## config.mk

```make
export PLATFORM = sky130hd
export DESIGN_NAME = gsc_control_regs
export DESIGN_NICKNAME = d
export VERILOG_FILES = /design/src/gsc_pkg.sv /design/src/gsc_gain_loop.sv /design/src/gsc_control_regs.sv
export SDC_FILE = /design/constraint.sdc
export NUM_CORES = 1
export LEC_CHECK = 0
export BUFFER_PORTS_ARGS = -buffer_cell sky130_fd_sc_hd__clkbuf_2
export CAP_MARGIN = 30
export CORE_AREA = 2 2 117 119
export CTS_CLUSTER_SIZE = 20
export DETAILED_ROUTE_END_ITERATION = 10
export DIE_AREA = 0 0 119 121
export PLACE_DENSITY = 0.73
export SETUP_SLACK_MARGIN = 0.1
export SLEW_MARGIN = 40
export SYNTH_ARGS = -nofsm -noshare
export SYNTH_HDL_FRONTEND = slang
export SYNTH_SLANG_ARGS = --single-unit
```

## constraint.sdc

```tcl
create_clock -name clk -period 5.4 [get_ports clk]
set_input_delay 0.54 -clock clk [delete_from_list [all_inputs] [get_ports clk]]
set_output_delay 0.54 -clock clk [all_outputs]
set_load 0.005 [all_outputs]
```

## src/gsc_pkg.sv

```systemverilog
// ==========================================================
// Gain loop and synthesizer control register constants
package gsc_pkg;

   localparam int ADDR_W = 12;
   localparam int DATA_W = 32;

   // ==========================================================
   // Register indices; byte address is four times the index
   localparam logic [9:0] IDX_MODE  = 10'h35d;
   localparam logic [9:0] IDX_LOW   = 10'h35e;
   localparam logic [9:0] IDX_HIGH  = 10'h35f;
   localparam logic [9:0] IDX_GAIN  = 10'h360;
   localparam logic [9:0] IDX_AUX   = 10'h361;
   localparam logic [9:0] IDX_FERR  = 10'h372;
   localparam logic [9:0] IDX_BAND  = 10'h3cb;
   localparam logic [9:0] IDX_BIAS  = 10'h3cc;
   localparam logic [9:0] IDX_FORCE = 10'h3cd;
   localparam logic [9:0] IDX_CAL   = 10'h3d0;
   localparam logic [9:0] IDX_TRIM  = 10'h3d2;

   // ==========================================================
   // Field positions
   localparam int MODE_SEL_HI = 6;
   localparam int MODE_SEL_LO = 5;
   localparam int LNA_HI      = 4;
   localparam int LNA_LO      = 3;
   localparam int MIX_BIT     = 2;
   localparam int FLT_HI      = 1;
   localparam int FLT_LO      = 0;
   localparam int AUX_HI      = 6;
   localparam int BIAS_EN_BIT = 1;
   localparam int BAND_EN_BIT = 0;
   localparam int QREF_HI     = 5;
   localparam int QREF_LO     = 2;
   localparam int CAL_HI      = 3;
   localparam int TRIM_HI     = 5;
   localparam int TRIM_LO     = 3;

   // ==========================================================
   // Reset values and codes
   localparam logic [6:0] RST_MODE   = 7'h00;
   localparam logic [7:0] RST_LOW    = 8'h37;
   localparam logic [7:0] RST_HIGH   = 8'h69;
   localparam logic [7:0] RST_BYTE   = 8'h00;
   localparam logic [5:0] RST_FORCE  = 6'h00;
   localparam logic [3:0] RST_CAL    = 4'h1;
   localparam logic [2:0] RST_TRIM   = 3'h0;
   localparam logic [3:0] CAL_BYPASS = 4'hf;
   localparam logic [1:0] GAIN_LOW   = 2'h0;
   localparam logic [1:0] GAIN_HIGH  = 2'h2;
   localparam int FERR_UNIT_KHZ      = 1;
   localparam logic [1:0] RESP_OKAY   = 2'h0;
   localparam logic [1:0] RESP_SLVERR = 2'h2;

   typedef enum logic [1:0] {LOOP_FREE, LOOP_MANUAL, LOOP_HOLD, LOOP_LOCK} gsc_loop_mode_t;
   typedef enum logic {LK_OPEN, LK_LOCKED} gsc_lock_state_t;

endpackage

```

## src/gsc_gain_loop.sv

```systemverilog
`timescale 1ns/10ps
`default_nettype none
module gsc_gain_loop
   import gsc_pkg::*;
(
   // Clock and reset
   input  wire logic       clk,
   input  wire logic       arst_n,
   // Configuration
   input  wire logic [1:0] modeSel,
   input  wire logic [1:0] manualLna,
   input  wire logic       manualMix,
   input  wire logic [1:0] manualFlt,
   input  wire logic [7:0] lowLimit,
   input  wire logic [7:0] highLimit,
   // Measurement
   input  wire logic [7:0] level,
   input  wire logic       levelValid,
   input  wire logic       preambleDet,
   // Applied gains
   output logic      [1:0] appliedLna,
   output logic            appliedMix,
   output logic      [1:0] appliedFlt
);
   gsc_loop_mode_t  mode;
   gsc_lock_state_t lock_q;
   logic            canStep;

   assign mode    = gsc_loop_mode_t'(modeSel);
   // Lock mode steps only until preamble has frozen the gain
   assign canStep = levelValid && (mode == LOOP_FREE || (mode == LOOP_LOCK && lock_q == LK_OPEN));

   always_ff @(posedge clk or negedge arst_n) begin
      if (!arst_n) begin
         lock_q <= LK_OPEN;
      end else begin
         case (lock_q)
            LK_OPEN:   if (mode == LOOP_LOCK && preambleDet) lock_q <= LK_LOCKED;
            LK_LOCKED: if (mode != LOOP_LOCK) lock_q <= LK_OPEN;
            default:   lock_q <= LK_OPEN;
         endcase
      end
   end

   // Down steps cut the front amplifier first, up steps raise the filter first
   always_ff @(posedge clk or negedge arst_n) begin
      if (!arst_n) begin
         appliedLna <= GAIN_LOW;
         appliedMix <= 1'b0;
         appliedFlt <= GAIN_LOW;
      end else if (mode == LOOP_MANUAL) begin
         appliedLna <= manualLna;
         appliedMix <= manualMix;
         appliedFlt <= manualFlt;
      end else if (canStep && level > highLimit) begin
         if (appliedLna != GAIN_LOW) appliedLna <= appliedLna - 2'h1;
         else if (appliedMix) appliedMix <= 1'b0;
         else if (appliedFlt != GAIN_LOW) appliedFlt <= appliedFlt - 2'h1;
      end else if (canStep && level < lowLimit) begin
         if (appliedFlt < GAIN_HIGH) appliedFlt <= appliedFlt + 2'h1;
         else if (!appliedMix) appliedMix <= 1'b1;
         else if (appliedLna < GAIN_HIGH) appliedLna <= appliedLna + 2'h1;
      end
   end

   AST_MANUAL_GAIN:
   assert property (@(posedge clk) disable iff (!arst_n)
      (mode == LOOP_MANUAL) |=> ({appliedLna, appliedMix, appliedFlt} ==
                                 $past({manualLna, manualMix, manualFlt})))
      else $error("manual gains not applied");

   AST_STEP_DOWN:
   assert property (@(posedge clk) disable iff (!arst_n)
      (mode == LOOP_FREE && levelValid && level > highLimit && appliedLna != GAIN_LOW)
      |=> (appliedLna == $past(appliedLna) - 2'h1))
      else $error("gain did not step down");

   AST_HOLD:
   assert property (@(posedge clk) disable iff (!arst_n)
      (mode == LOOP_HOLD) [*2] |-> $stable({appliedLna, appliedMix, appliedFlt}))
      else $error("gain moved while held");

endmodule
`default_nettype wire

```

## src/gsc_control_regs.sv

```systemverilog
// Our own choice: the AXI4-Lite interface to the registers.
`timescale 1ns/10ps
`default_nettype none
// Summary of operation
// - The mode field in bits 6:5 selects free running, manual, hold or lock after preamble.
// - Applied gains read back as front amplifier 4:3, mixer 2 and filter 1:0.
// - The seven-bit auxiliary converter sample reads in bits 6:0 with bit 7 zero.
// - The carrier offset reads as an eight-bit two's complement count of 1 kHz units.
// - The forced band word replaces the calibrated band only while band forcing is on.
// - The forced bias word replaces the calibrated bias only while bias forcing is on.
// - Bit 1 of the force control register enables bias forcing and resets to zero.
// - Bit 0 of the force control register enables band forcing and resets to zero.
// - Bits 5:2 of the force control register hold the Q phase level reference, reset zero.
// - A calibration setting of 0xF skips oscillator calibration on transmit or receive entry.
// - A calibration setting of 0x1, the reset value, runs calibration on those entries.
// - Bits 5:3 of the crystal trim register hold the trim capacitor word.
module gsc_control_regs
   import gsc_pkg::*;
(
   // Clock and reset
   input  wire logic                clk,
   input  wire logic                arst_n,
   // AXI4-Lite write
   input  wire logic [ADDR_W-1:0]   awaddr,
   input  wire logic                awvalid,
   output logic                     awready,
   input  wire logic [DATA_W-1:0]   wdata,
   input  wire logic [3:0]          wstrb,
   input  wire logic                wvalid,
   output logic                     wready,
   output logic [1:0]               bresp,
   output logic                     bvalid,
   input  wire logic                bready,
   // AXI4-Lite read
   input  wire logic [ADDR_W-1:0]   araddr,
   input  wire logic                arvalid,
   output logic                     arready,
   output logic [DATA_W-1:0]        rdata,
   output logic [1:0]               rresp,
   output logic                     rvalid,
   input  wire logic                rready,
   // Receive measurement, same clock domain
   input  wire logic [7:0]          rxLevel,
   input  wire logic                rxLevelValid,
   input  wire logic                preambleDet,
   input  wire logic [6:0]          auxSampleIn,
   input  wire logic [7:0]          freqErrorIn,
   // Synthesizer calibration, same clock domain
   input  wire logic [7:0]          calBand,
   input  wire logic [7:0]          calBias,
   input  wire logic                txRxEntry,
   // Applied controls
   output logic [1:0]               lnaGain,
   output logic                     mixerGain,
   output logic [1:0]               filterGain,
   output logic [7:0]               oscBand,
   output logic [7:0]               oscBias,
   output logic [3:0]               qPhaseRef,
   output logic                     calStart,
   output logic                     calBypassed,
   output logic [2:0]               trimCap
);
   // ==========================================================
   // Decode
   function automatic logic isMapped(input logic [ADDR_W-1:0] a);
      logic [9:0] idx;
      idx = a[ADDR_W-1:2];
      isMapped = (a[1:0] == 2'h0) &&
                 (idx == IDX_MODE || idx == IDX_LOW || idx == IDX_HIGH || idx == IDX_GAIN ||
                  idx == IDX_AUX || idx == IDX_FERR || idx == IDX_BAND || idx == IDX_BIAS ||
                  idx == IDX_FORCE || idx == IDX_CAL || idx == IDX_TRIM);
   endfunction

   logic [6:0]        mode_q;
   logic [7:0]        low_q;
   logic [7:0]        high_q;
   logic [6:0]        aux_q;
   logic [7:0]        freqErr_q;
   logic [7:0]        bandForced_q;
   logic [7:0]        biasForced_q;
   logic [5:0]        forceCtl_q;
   logic [3:0]        calWord_q;
   logic [2:0]        trim_q;
   logic              awHave_q;
   logic              wHave_q;
   logic [9:0]        wIdx_q;
   logic              wHit_q;
   logic [DATA_W-1:0] wData_q;
   logic              wLane0_q;
   logic              doWrite;
   logic              wrReg;
   logic              rdTake;
   logic [9:0]        rIdx;
   logic [7:0]        rdByte;

   // ==========================================================
   // Write channel: address and data taken in either order
   assign awready = !awHave_q && !bvalid;
   assign wready  = !wHave_q && !bvalid;
   assign doWrite = awHave_q && wHave_q && !bvalid;
   // Byte lane 0 carries every register; other lanes are ignored
   assign wrReg   = doWrite && wHit_q && wLane0_q;

   always_ff @(posedge clk or negedge arst_n) begin
      if (!arst_n) begin
         awHave_q <= 1'b0;
         wIdx_q   <= 10'h000;
         wHit_q   <= 1'b0;
      end else if (awvalid && awready) begin
         awHave_q <= 1'b1;
         wIdx_q   <= awaddr[ADDR_W-1:2];
         wHit_q   <= isMapped(awaddr);
      end else if (doWrite) begin
         awHave_q <= 1'b0;
      end
   end

   always_ff @(posedge clk or negedge arst_n) begin
      if (!arst_n) begin
         wHave_q  <= 1'b0;
         wData_q  <= '0;
         wLane0_q <= 1'b0;
      end else if (wvalid && wready) begin
         wHave_q  <= 1'b1;
         wData_q  <= wdata;
         wLane0_q <= wstrb[0];
      end else if (doWrite) begin
         wHave_q <= 1'b0;
      end
   end

   always_ff @(posedge clk or negedge arst_n) begin
      if (!arst_n) begin
         bvalid <= 1'b0;
         bresp  <= RESP_OKAY;
      end else if (doWrite) begin
         bvalid <= 1'b1;
         bresp  <= wHit_q ? RESP_OKAY : RESP_SLVERR;
      end else if (bready) begin
         bvalid <= 1'b0;
      end
   end

   // ==========================================================
   // Writable registers; reserved bits are not stored and read zero
   always_ff @(posedge clk or negedge arst_n) begin
      if (!arst_n) begin
         mode_q       <= RST_MODE;
         low_q        <= RST_LOW;
         high_q       <= RST_HIGH;
         bandForced_q <= RST_BYTE;
         biasForced_q <= RST_BYTE;
         forceCtl_q   <= RST_FORCE;
         calWord_q    <= RST_CAL;
         trim_q       <= RST_TRIM;
      end else if (wrReg) begin
         case (wIdx_q)
            IDX_MODE:  mode_q       <= wData_q[MODE_SEL_HI:0];
            IDX_LOW:   low_q        <= wData_q[7:0];
            IDX_HIGH:  high_q       <= wData_q[7:0];
            IDX_BAND:  bandForced_q <= wData_q[7:0];
            IDX_BIAS:  biasForced_q <= wData_q[7:0];
            IDX_FORCE: forceCtl_q   <= wData_q[QREF_HI:0];
            IDX_CAL:   calWord_q    <= wData_q[CAL_HI:0];
            IDX_TRIM:  trim_q       <= wData_q[TRIM_HI:TRIM_LO];
            default:   mode_q       <= mode_q;
         endcase
      end
   end

   // ==========================================================
   // Sampled status
   always_ff @(posedge clk or negedge arst_n) begin
      if (!arst_n) begin
         aux_q     <= 7'h00;
         freqErr_q <= 8'h00;
      end else begin
         aux_q     <= auxSampleIn;
         freqErr_q <= freqErrorIn;
      end
   end

   // ==========================================================
   // Read channel
   assign arready = !rvalid;
   assign rdTake  = arvalid && arready;
   assign rIdx    = araddr[ADDR_W-1:2];

   always_comb begin
      case (rIdx)
         IDX_MODE:  rdByte = {1'b0, mode_q};
         IDX_LOW:   rdByte = low_q;
         IDX_HIGH:  rdByte = high_q;
         IDX_GAIN:  rdByte = {3'h0, lnaGain, mixerGain, filterGain};
         IDX_AUX:   rdByte = {1'b0, aux_q};
         IDX_FERR:  rdByte = freqErr_q;
         IDX_BAND:  rdByte = bandForced_q;
         IDX_BIAS:  rdByte = biasForced_q;
         IDX_FORCE: rdByte = {2'h0, forceCtl_q};
         IDX_CAL:   rdByte = {4'h0, calWord_q};
         IDX_TRIM:  rdByte = {2'h0, trim_q, 3'h0};
         default:   rdByte = 8'h00;
      endcase
   end

   always_ff @(posedge clk or negedge arst_n) begin
      if (!arst_n) begin
         rvalid <= 1'b0;
         rdata  <= '0;
         rresp  <= RESP_OKAY;
      end else if (rdTake) begin
         rvalid <= 1'b1;
         rdata  <= isMapped(araddr) ? {24'h000000, rdByte} : '0;
         rresp  <= isMapped(araddr) ? RESP_OKAY : RESP_SLVERR;
      end else if (rready) begin
         rvalid <= 1'b0;
      end
   end

   // ==========================================================
   // Synthesizer overrides and calibration sequencing
   always_ff @(posedge clk or negedge arst_n) begin
      if (!arst_n) begin
         oscBand <= 8'h00;
         oscBias <= 8'h00;
      end else begin
         oscBand <= forceCtl_q[BAND_EN_BIT] ? bandForced_q : calBand;
         oscBias <= forceCtl_q[BIAS_EN_BIT] ? biasForced_q : calBias;
      end
   end

   assign qPhaseRef = forceCtl_q[QREF_HI:QREF_LO];
   assign trimCap   = trim_q;

   // Only 0xF bypasses; any other setting, 0x1 included, calibrates
   always_ff @(posedge clk or negedge arst_n) begin
      if (!arst_n) begin
         calStart    <= 1'b0;
         calBypassed <= 1'b0;
      end else begin
         calStart    <= txRxEntry && (calWord_q != CAL_BYPASS);
         calBypassed <= txRxEntry && (calWord_q == CAL_BYPASS);
      end
   end

   // ==========================================================
   // Gain loop
   gsc_gain_loop i_gsc_gain_loop (
      .clk         (clk),
      .arst_n      (arst_n),
      .modeSel     (mode_q[MODE_SEL_HI:MODE_SEL_LO]),
      .manualLna   (mode_q[LNA_HI:LNA_LO]),
      .manualMix   (mode_q[MIX_BIT]),
      .manualFlt   (mode_q[FLT_HI:FLT_LO]),
      .lowLimit    (low_q),
      .highLimit   (high_q),
      .level       (rxLevel),
      .levelValid  (rxLevelValid),
      .preambleDet (preambleDet),
      .appliedLna  (lnaGain),
      .appliedMix  (mixerGain),
      .appliedFlt  (filterGain)
   );

   // ==========================================================
   // Checks
   // The edge that releases reset still loads reset values, so no attempt starts there
   AST_BAND_FORCE:
   assert property (@(posedge clk) disable iff (!arst_n)
      arst_n |=> (oscBand == ($past(forceCtl_q[BAND_EN_BIT]) ? $past(bandForced_q) : $past(calBand))))
      else $error("band override wrong");

   AST_BIAS_FORCE:
   assert property (@(posedge clk) disable iff (!arst_n)
      arst_n |=> (oscBias == ($past(forceCtl_q[BIAS_EN_BIT]) ? $past(biasForced_q) : $past(calBias))))
      else $error("bias override wrong");

   AST_CAL_SKIP:
   assert property (@(posedge clk) disable iff (!arst_n)
      (txRxEntry && calWord_q == CAL_BYPASS) |=> (calBypassed && !calStart))
      else $error("calibration not skipped");

   AST_CAL_RUN:
   assert property (@(posedge clk) disable iff (!arst_n)
      (txRxEntry && calWord_q == RST_CAL) |=> (calStart && !calBypassed))
      else $error("calibration not started");

   AST_TRIM_WRITE:
   assert property (@(posedge clk) disable iff (!arst_n)
      (wrReg && wIdx_q == IDX_TRIM) |=> (trimCap == $past(wData_q[TRIM_HI:TRIM_LO])))
      else $error("trim word not stored");

   AST_AUX_READ:
   assert property (@(posedge clk) disable iff (!arst_n)
      (rdTake && araddr == {IDX_AUX, 2'h0}) |=> (rvalid && rdata[31:7] == 25'h0 && rdata[6:0] == $past(aux_q)))
      else $error("aux sample readback wrong");

   AST_FERR_READ:
   assert property (@(posedge clk) disable iff (!arst_n)
      (rdTake && araddr == {IDX_FERR, 2'h0}) |=> (rdata[7:0] == $past(freqErr_q)))
      else $error("frequency error readback wrong");

   AST_GAIN_READ:
   assert property (@(posedge clk) disable iff (!arst_n)
      (rdTake && araddr == {IDX_GAIN, 2'h0}) |=> (rdata[4:0] == $past({lnaGain, mixerGain, filterGain})))
      else $error("gain status readback wrong");

   AST_FORCE_CTL:
   assert property (@(posedge clk) disable iff (!arst_n)
      (wrReg && wIdx_q == IDX_FORCE) |=> (forceCtl_q[1:0] == $past(wData_q[1:0])))
      else $error("force enables not stored");

endmodule
`default_nettype wire

```

==> results of run 1 <==
==> worst paths after layout <==
path,from,end,slack [ns],cells past startpoint
worst max-delay path,high_q[6],i_gsc_gain_loop.appliedLna[0],2.45,13
worst min-delay path,arst_n,wHave_q,0.10,1
worst max register to register,high_q[6],i_gsc_gain_loop.appliedLna[0],2.45,13
worst min register to register,rdata[5],rdata[5],0.50,2
max in group asynchronous,arst_n,biasForced_q[3],4.35,2
min in group clk,freqErrorIn[6],freqErr_q[6],0.22,1
==> where the power goes <==
group | internal (µW) | leakage (µW) | switching [µW]
sequential | 1060 | 0.00157 | 212
clock | 845 | 0.000321 | 393
combinational | 241 | 0.00170 | 215
==> sequential cells by signal, indices dropped and copies added, names as in the netlist, 2 cells and up <==
| signal | flops |
|---|---|
| freqErr_q | 8 |
| mode_q | 7 |
| i_gsc_gain_loop.appliedLna | 2 |
| wIdx_q | 10 |
| forceCtl_q | 6 |
| low_q | 8 |
| oscBias | 8 |
| trimCap | 3 |
| rdata | 8 |
| aux_q | 7 |
| wData_q | 8 |
| i_gsc_gain_loop.appliedFlt | 2 |
| oscBand | 8 |
| high_q | 8 |
| biasForced_q | 8 |
| bandForced_q | 8 |
| calWord_q | 4 |
==> synthesized netlist by cell type (all sizes together) (3+ instances only) <==
master  number
a32o         3
o21a         3
o211ai       4
mux2        97
dfstp       10
nand3        6
nor4         5
mux2i        3
dfrtp      115
a221oi       4
nand2       37
nor3         9
ha          18
a31oi        3
buf         35
nor2b        8
clkbuf      14
a211oi       4
o31ai        4
and3         5
a32oi        3
nor2        31
nand4        5
nand3b      10
inv         24
nor3b        6
a22oi        9
and3b        3
a21oi       15
and2         4
o21ai       24
==> routing by layer <==
metal  share of wire, %  wire length, µm  up-vias  global-route usage [%]
met5                  0                0        -                       0
met4                2.4              389        0                    9.38
met3                6.6             1060       36                    5.12
met2                 49             7890      221                    39.0
met1                 42             6750     2370                    30.2
li1                   -                -     2212                       -
==> through the flow <==
stage	cell area [µm²]	cells	setup slack, ns	utilization [%]
after global placement	7040	835	2.43	53.8
after global routing	7720	867	2.20	59.0
after floorplan	6480	580	2.84	-
after detailed placement	7050	835	2.40	53.9
final	7720	867	2.45	59.0
after CTS	7700	867	2.48	58.8
==> area by class of cell <==
| class | count | area share [%] |
|---|---|---|
| clock buffers | 26 | 6.72 |
| clock inverters | 6 | 1.68 |
| inverters | 24 | 1.17 |
| multi-input cells | 382 | 38.4 |
| flip-flops and latches | 125 | 40.7 |
| well taps | 176 | 2.85 |
| repair buffers | 128 | 8.49 |
==> placed cells by master, fill, tap and decap left out, drive strengths merged, types with 3 or more instances in the layout <==
| cell type | netlist | routed |
|---|---|---|
| nor2b | 8 | 8 |
| inv | 24 | 24 |
| a31oi | 3 | 3 |
| nand4 | 5 | 5 |
| o31ai | 4 | 4 |
| a221oi | 4 | 4 |
| o211ai | 4 | 4 |
| mux2i | 3 | 3 |
| conb | 1 | 26 |
| and2 | 4 | 4 |
| bufinv | 0 | 4 |
| a32oi | 3 | 3 |
| and3b | 3 | 3 |
| nand3 | 6 | 6 |
| nand3b | 10 | 10 |
| a21oi | 15 | 15 |
| o21ai | 24 | 24 |
| nand2 | 37 | 37 |
| and3 | 5 | 5 |
| nor3 | 9 | 9 |
| dfstp | 10 | 10 |
| nor4 | 5 | 5 |
| buf | 35 | 3 |
| ha | 18 | 18 |
| a211oi | 4 | 4 |
| a32o | 3 | 3 |
| o21a | 3 | 3 |
| nor2 | 31 | 31 |
| nor3b | 6 | 6 |
| clkbuf | 14 | 151 |
| a22oi | 9 | 9 |
| dfrtp | 115 | 115 |
| mux2 | 97 | 97 |
==> logic make-up (layout without fill, tap and decap cells) <==
logic type / count (synthesis) / in the layout / synth area share, %
compound gates: 95 / 95 / 10.2
fa+ha+maj: 18 / 18 / 3.53
mux: 100 / 100 / 18.0
other cells: 1 / 26 / 0.0587
buf+inv: 73 / 184 / 6.23
flops: 125 / 125 / 49.2
simple gates: 141 / 141 / 12.5
xor+xnor: 2 / 2 / 0.274
==> flow_results.org, run 1 <==
** Place
- Half-perimeter wire length after placement :: 12,000 µm
- Routability-driven placement finished with a final weighted congestion of 0.958.
- Buffers added on ports :: 126

** Pwr
- Dividing total power by cell area gives a power density of 384 nW/µm².
- Design Power :: 2960 µW
- For this design the static power due to leakage is 0.00359 µW.
- Highest ir drop seen on vdd :: 0.000308 V

** Synth
- Flip-flop and latch count after synthesis :: 125
- Sequential elements use 49.2% of the synthesized area.
- The synthesized design contains 0 enable-type register cells.
- Among all flip-flop cells after synthesis, the most frequent one is sky130_fd_sc_hd__dfrtp_1.
- Count of different cell masters after synthesis :: 68
- Area of the mapped netlist :: 6380 µm²
- Largest area contributor in the netlist :: sky130_fd_sc_hd__dfrtp_1
- Warnings, synthesis :: 0
- In the post-synthesis netlist, the biggest area contributors are sky130_fd_sc_hd__dfrtp_1 45%, sky130_fd_sc_hd__mux2_2 16%, sky130_fd_sc_hd__dfstp_2 4.1%.
- Post-synthesis instance total :: 555
- Post-synth top area share :: 45.1%
- Each instance of the synthesized netlist takes up on average 11.5 µm².
- For this run, asynchronously set or reset flops after synthesis account for 100%.

** Routing
- Number of DRC markers after the initial detailed-route iteration :: 358
- Dividing the detail-routed via count by the number of cells gives 5.58.
- In this run the remaining antenna-violating nets after routing total 0.
- The pre-antenna-repair detailed-routing pass consisted of 5 iterations.
- The final layout contains routed wiring with a total length of 16,100 µm.
- For this run, design rule violations remaining after detail routing come to 0.
- The detailed router placed 4,839 vias in this run.
- Routed wire length per instance :: 18.6 µm

** Floorplan
- Floorplan die height :: 121 µm
- 180 I/O pins were placed.
- The die covers 14,400 µm².
- Std-Cell Core Area :: 13,100 µm²
- Measured along the x axis, the die boundary spans 119 µm.
- Initial core utilization :: 48.8%
- The floorplan has 42 rows.

** Finish
- Area used by sequential logic in the layout :: 3140 µm²
- The net count of the finished layout is 805.
- The multi-input combinational cells in the finished layout cover a total of 2970 µm².
- Antenna cell count :: 0
- FILL cells :: 1,110
- Layout cell share with drive strength beyond 1 :: 39.8%
- Area delta synth->final :: 21.0%

** STA
- Setup repair after global routing left no endpoint under its margin.
- Relative slew slack :: 51.8%
- Maximum achievable frequency :: 339 MHz
- The count of pins over their slew limit was 0.
- Minimum period implied by the final worst setup slack :: 2.95 ns
- After routing, the total negative slack on setup checks comes to 0 ns.
- Final hold viol count :: 0
- Tcrit/Tclk final :: 54.6%
- Between clock sinks in the finished design, the worst skew comes to 0.00901 ns.
- Setup violations remaining at the end of the flow were counted as 0.
- Actual transition at the worst max-transition pin :: 0.718 ns
- Tightest hold margin :: 0.104 ns

** Worst setup path
- CP startpoint kind :: flop
- Slowest-stage cell, CP :: sky130_fd_sc_hd__dfstp_2
- CP cell instances :: inv_1 > ha_1 > nand4_1 > a21o_1 > a21oi_1 > inv_1 > ha_1 > nor2_1 > nor2b_1 > nor2_1 > nand2_1 > o22ai_1 > a31oi_1
- Data on the critical path is required at its endpoint by 5.68 ns.
- Kind of critical path :: flop to flop
- Together, buffers and inverters on the worst path number 2.
- Gate family responsible for the most delay along the worst path :: compound AO/OA/AOI/OAI gates
- STA classifies the critical path endpoint as a flop.
- In this run the worst path has a maximum fanout of 7.
- Data arrival time of the worst path :: 3.23 ns
- Slowest cell delay on critical path :: 0.54 ns

** GRT
- Entering global routing, the biggest net connects 65 pins.
- Global routing finished with a remaining overflow of 0.
- The initial antenna violation count is 0.
- The via count of the first global-routing pass came to 4,819.
- Global-route wire length before repair :: 25,700 µm
- Global routing used 23.5% of the available tracks.

** Clock tree
- Total of cells resized after clock tree synthesis :: 0
- Clock tree synthesis inserted a total of 17 buffers.
- CTS saw 125 sinks.
- Post CTS Setup Buffer Count :: 0
- Clock tree from TritonCTS :: yes
- The clock passes through at most 2 buffers.
- After clock tree synthesis, the flow added hold-fix buffers numbering 0.
- Maximum level of the CTS H-tree :: 4
- Insertion delay to the later sink of the worst-skew pair :: 0.42 ns
- The root buffer cell chosen for the clock tree is sky130_fd_sc_hd__clkbuf_16.
- Clock-pin slew reported for the worst setup and hold paths after clock tree synthesis :: 0.05 ns

** Job
- Max-cap violations in this run came to 0.

** Status
- The flow ran to the end, and the final reports show no timing, DRC or antenna violations.

** Min path
- Hold Path Class :: primary input to async pin
(Power assumes the default switching activity.)
==> inputs of run 2 (changes only) <==
CORE_AREA = 2 2 119 121   (was 2 2 117 119)
DIE_AREA = 0 0 121 123   (was 0 0 119 121)
PLACE_DENSITY = 0.74   (was 0.73)
clock period = 2.55 ns   (was 5.4 ns; I/O delays follow)
==> flow_results.org, run 2 (synthesized netlist as in run 1, its figures left out) <==
** Worst setup path
- Crit path required time :: 2.84 ns
- STA classifies the critical path startpoint as a flop.
- Top fanout value on the critical path :: 4
- Slack of the worst reg-to-reg path :: 0.12 ns
- Endpoint of the worst register-to-register path :: i_gsc_gain_loop.appliedFlt[1]
- For the worst setup path, the data arrival time is 2.72 ns.
- Kind of critical path :: flop to flop
- Reg2Reg Launch Point :: high_q[6]
- The worst setup path is captured at a flop.
- The number of cells on the worst reg-to-reg path is 10.

** STA
- Setup repair after global routing could not meet its margin everywhere.
- Total count of max-transition violations in the final report :: 0
- Setup violations remaining at the end of the flow were counted as 0.
- Measured against its own limit, the worst slew margin works out to 53.1%.
- For the pin with the worst max-slew slack, the measured transition is 0.701 ns.
- Hold timing on the final database bottoms out at a slack of 0.00991 ns.
- The final critical path takes up 95.1% of the cycle.
- After layout, the minimum clock period comes to 2.43 ns.
- Final hold viol count :: 0
- Across the routed clock network, the largest skew measured is 0.00652 ns.
- Maximum achievable frequency :: 412 MHz

** Min path
- The worst hold path begins at bready.
- Worst-case hold path end point :: bvalid
- Min-Delay Path Depth :: 2
- Hold Path Class :: primary input to flop

** Place
- Including well taps, the total number of placed cells is 853.
- Routability Congestion :: 0.934
- Half-perimeter wire length after placement :: 12,300 µm
- Buffers added on ports :: 126
- Area of placed instances :: 7170 µm²

** Floorplan
- Die ar. :: 14,900 µm²
- The core region is 13,600 µm².
- The initial utilization of the core area, before any placement, comes to 46.9%.
- In this run the vertical extent of the chip is 123 µm.
- Horiz. Die Dim :: 121 µm
- Number of placement rows :: 43
- Num ports :: 180

** GRT
- Global-route wire length before repair :: 26,200 µm
- Largest net degree at the start of global routing :: 56
- The via count of the first global-routing pass was 5,023.
- Global routing used 23.3% of the available tracks.
- Grt total ovfl :: 0
- The initial antenna violation count is 0.

** Finish
- FILL cells :: 1,117
- Across the whole layout, storage elements account for 3140 µm².
- The library cells used most frequently in the layout, excluding fill and tap cells, are 125 x sky130_fd_sc_hd__clkbuf_2, 115 x sky130_fd_sc_hd__dfrtp_1, 89 x sky130_fd_sc_hd__mux2_2, 37 x sky130_fd_sc_hd__nand2_1, 29 x sky130_fd_sc_hd__nor2_1.
- 0 antenna diodes ended up in the layout.
- From synthesis to final layout, the design area changed by 25.5%.
- Final net count :: 837
- Most common cell after layout, fill and taps aside :: sky130_fd_sc_hd__clkbuf_2
- Reg with most FFs :: wIdx_q
- At the end of the flow the core is filled with cells to 58.9%.
- The post-route netlist has 42.0% of its cells at a drive strength greater than 1.
- The finished layout holds 903 standard cells, fillers aside.
- Number of flip-flops under the largest register name :: 10
- The multi-input combinational cells in the finished layout cover a total of 3050 µm².
- Finished Cell Area :: 8020 µm²

** Clock tree
- TritonCTS built the clock tree.
- The number of clock buffers added by TritonCTS is 17.
- Number of sinks driven by the clock tree :: 125
- Clock-pin slew was measured on the worst setup and hold paths at 0.05 ns.
- Insertion delay to the later sink of the worst-skew pair :: 0.42 ns
- Max Root-Sink Buffers :: 2
- Clock tree synthesis selected as its root buffer the cell sky130_fd_sc_hd__clkbuf_16.
- The H-tree was split into 4 levels.

** Job
- Max_cap viols :: 0

** Routing
- Post-detailed-route DRC marker count :: 0
- In this run the remaining antenna-violating nets after routing total 0.
- TritonRoute pass-1 iters :: 5
- Vias :: 4,952
- Using the TritonRoute via totals, the vias-per-cell ratio works out to 5.48.
- For this block, the initial DRC count from the detailed router was 364.
- Routed wire length per instance :: 18.5 µm
- Wires add up to 16,700 µm.

** Pwr
- Power Dens Cells :: 762 nW/µm²
- Highest ir drop seen on vdd :: 0.000482 V
- Leakage :: 0.00372 µW

** Status
- Run status :: completed
==> run 2: cell count changes in the layout (fill, tap and decap cells not counted), moves of 3 or more <==
| cell | delta |
|---|---|
| sky130_fd_sc_hd__buf_4 | +17 |
| sky130_fd_sc_hd__dlygate4sd3_1 | +16 |
| sky130_fd_sc_hd__ha_1 | -5 |
| sky130_fd_sc_hd__ha_4 | +4 |
| sky130_fd_sc_hd__clkbuf_8 | -3 |
| sky130_fd_sc_hd__inv_1 | -3 |
| sky130_fd_sc_hd__inv_2 | +3 |
==> run 2: worst max-delay path by stage <==
stage / slack, ns / startpoint / cells past startpoint / to
finish: 0.12 / high_q[6] / 10 / i_gsc_gain_loop.appliedFlt[1]
global route: -0.02 / high_q[6] / 12 / i_gsc_gain_loop.appliedLna[1]
CTS: 0.1 / high_q[5] / 12 / i_gsc_gain_loop.appliedLna[1]
detailed placement: 0.01 / high_q[6] / 12 / i_gsc_gain_loop.appliedLna[1]
global placement: 0.09 / high_q[6] / 12 / i_gsc_gain_loop.appliedLna[1]
floorplan: 0.16 / high_q[6] / 12 / i_gsc_gain_loop.appliedLna[1]
==> run 2: worst max-delay path: stages, from the launching register on <==
cell	delay (ns)
sky130_fd_sc_hd__dfstp_2	0.54
sky130_fd_sc_hd__inv_2	0.04
sky130_fd_sc_hd__ha_4	0.26
sky130_fd_sc_hd__nand4_1	0.20
sky130_fd_sc_hd__a21o_1	0.25
sky130_fd_sc_hd__a21oi_2	0.17
sky130_fd_sc_hd__inv_2	0.10
sky130_fd_sc_hd__ha_4	0.26
sky130_fd_sc_hd__xnor2_2	0.14
sky130_fd_sc_hd__nor3_2	0.05
sky130_fd_sc_hd__a221o_1	0.29
==> run 2: power by group <==
group | switching, µW | internal [µW] | total [µW] | leakage [µW]
registers | 448 | 2240 | 2690 | 0.00157
clock network | 822 | 1510 | 2330 | 0.000281
logic | 493 | 597 | 1090 | 0.00187
total | 1760 | 4340 | 6110 | 0.00372
==> run 2: layout make-up <==
type                       instances  share of cell area, %
clock buffer                      25                   6.06
clock inverter                     7                   1.09
inverter                          24                   1.12
multi-input combinational        382                   38.0
sequential                       125                   39.2
tap                              180                   2.81
timing repair buffer             160                   11.7
==> run 2: per-layer routing <==
metal | track usage [%] | part of all wire, % | up-vias
met4 | 9.81 | 2.7 | 0
met1 | 29.9 | 42 | 2435
met3 | 4.98 | 6.2 | 35
met2 | 38.4 | 49 | 208
li1 | - | - | 2274
met5 | 0 | 0 | -
==> run 2: what timing repair did <==
action                     4_1_cts  5_1_grt
hold endpoints to repair        56        0
gates resized for setup          9        9
hold buffers                    16        0
buffers inserted                 0        2
gates cloned                     0        0
setup endpoints to repair        4        5
pin swaps                        4       10
==> run 2: metrics by stage <==
stage / total power (µW) / worst slack (ns) / TNS (ns)
after floorplan: 3220 / 0.161 / 0
after global placement: 3630 / 0.0908 / 0
after detailed placement: 3690 / 0.0102 / 0
after CTS: 6090 / 0.0971 / 0
after global routing: 6380 / -0.0162 / -0.0173
final: 6110 / 0.125 / 0
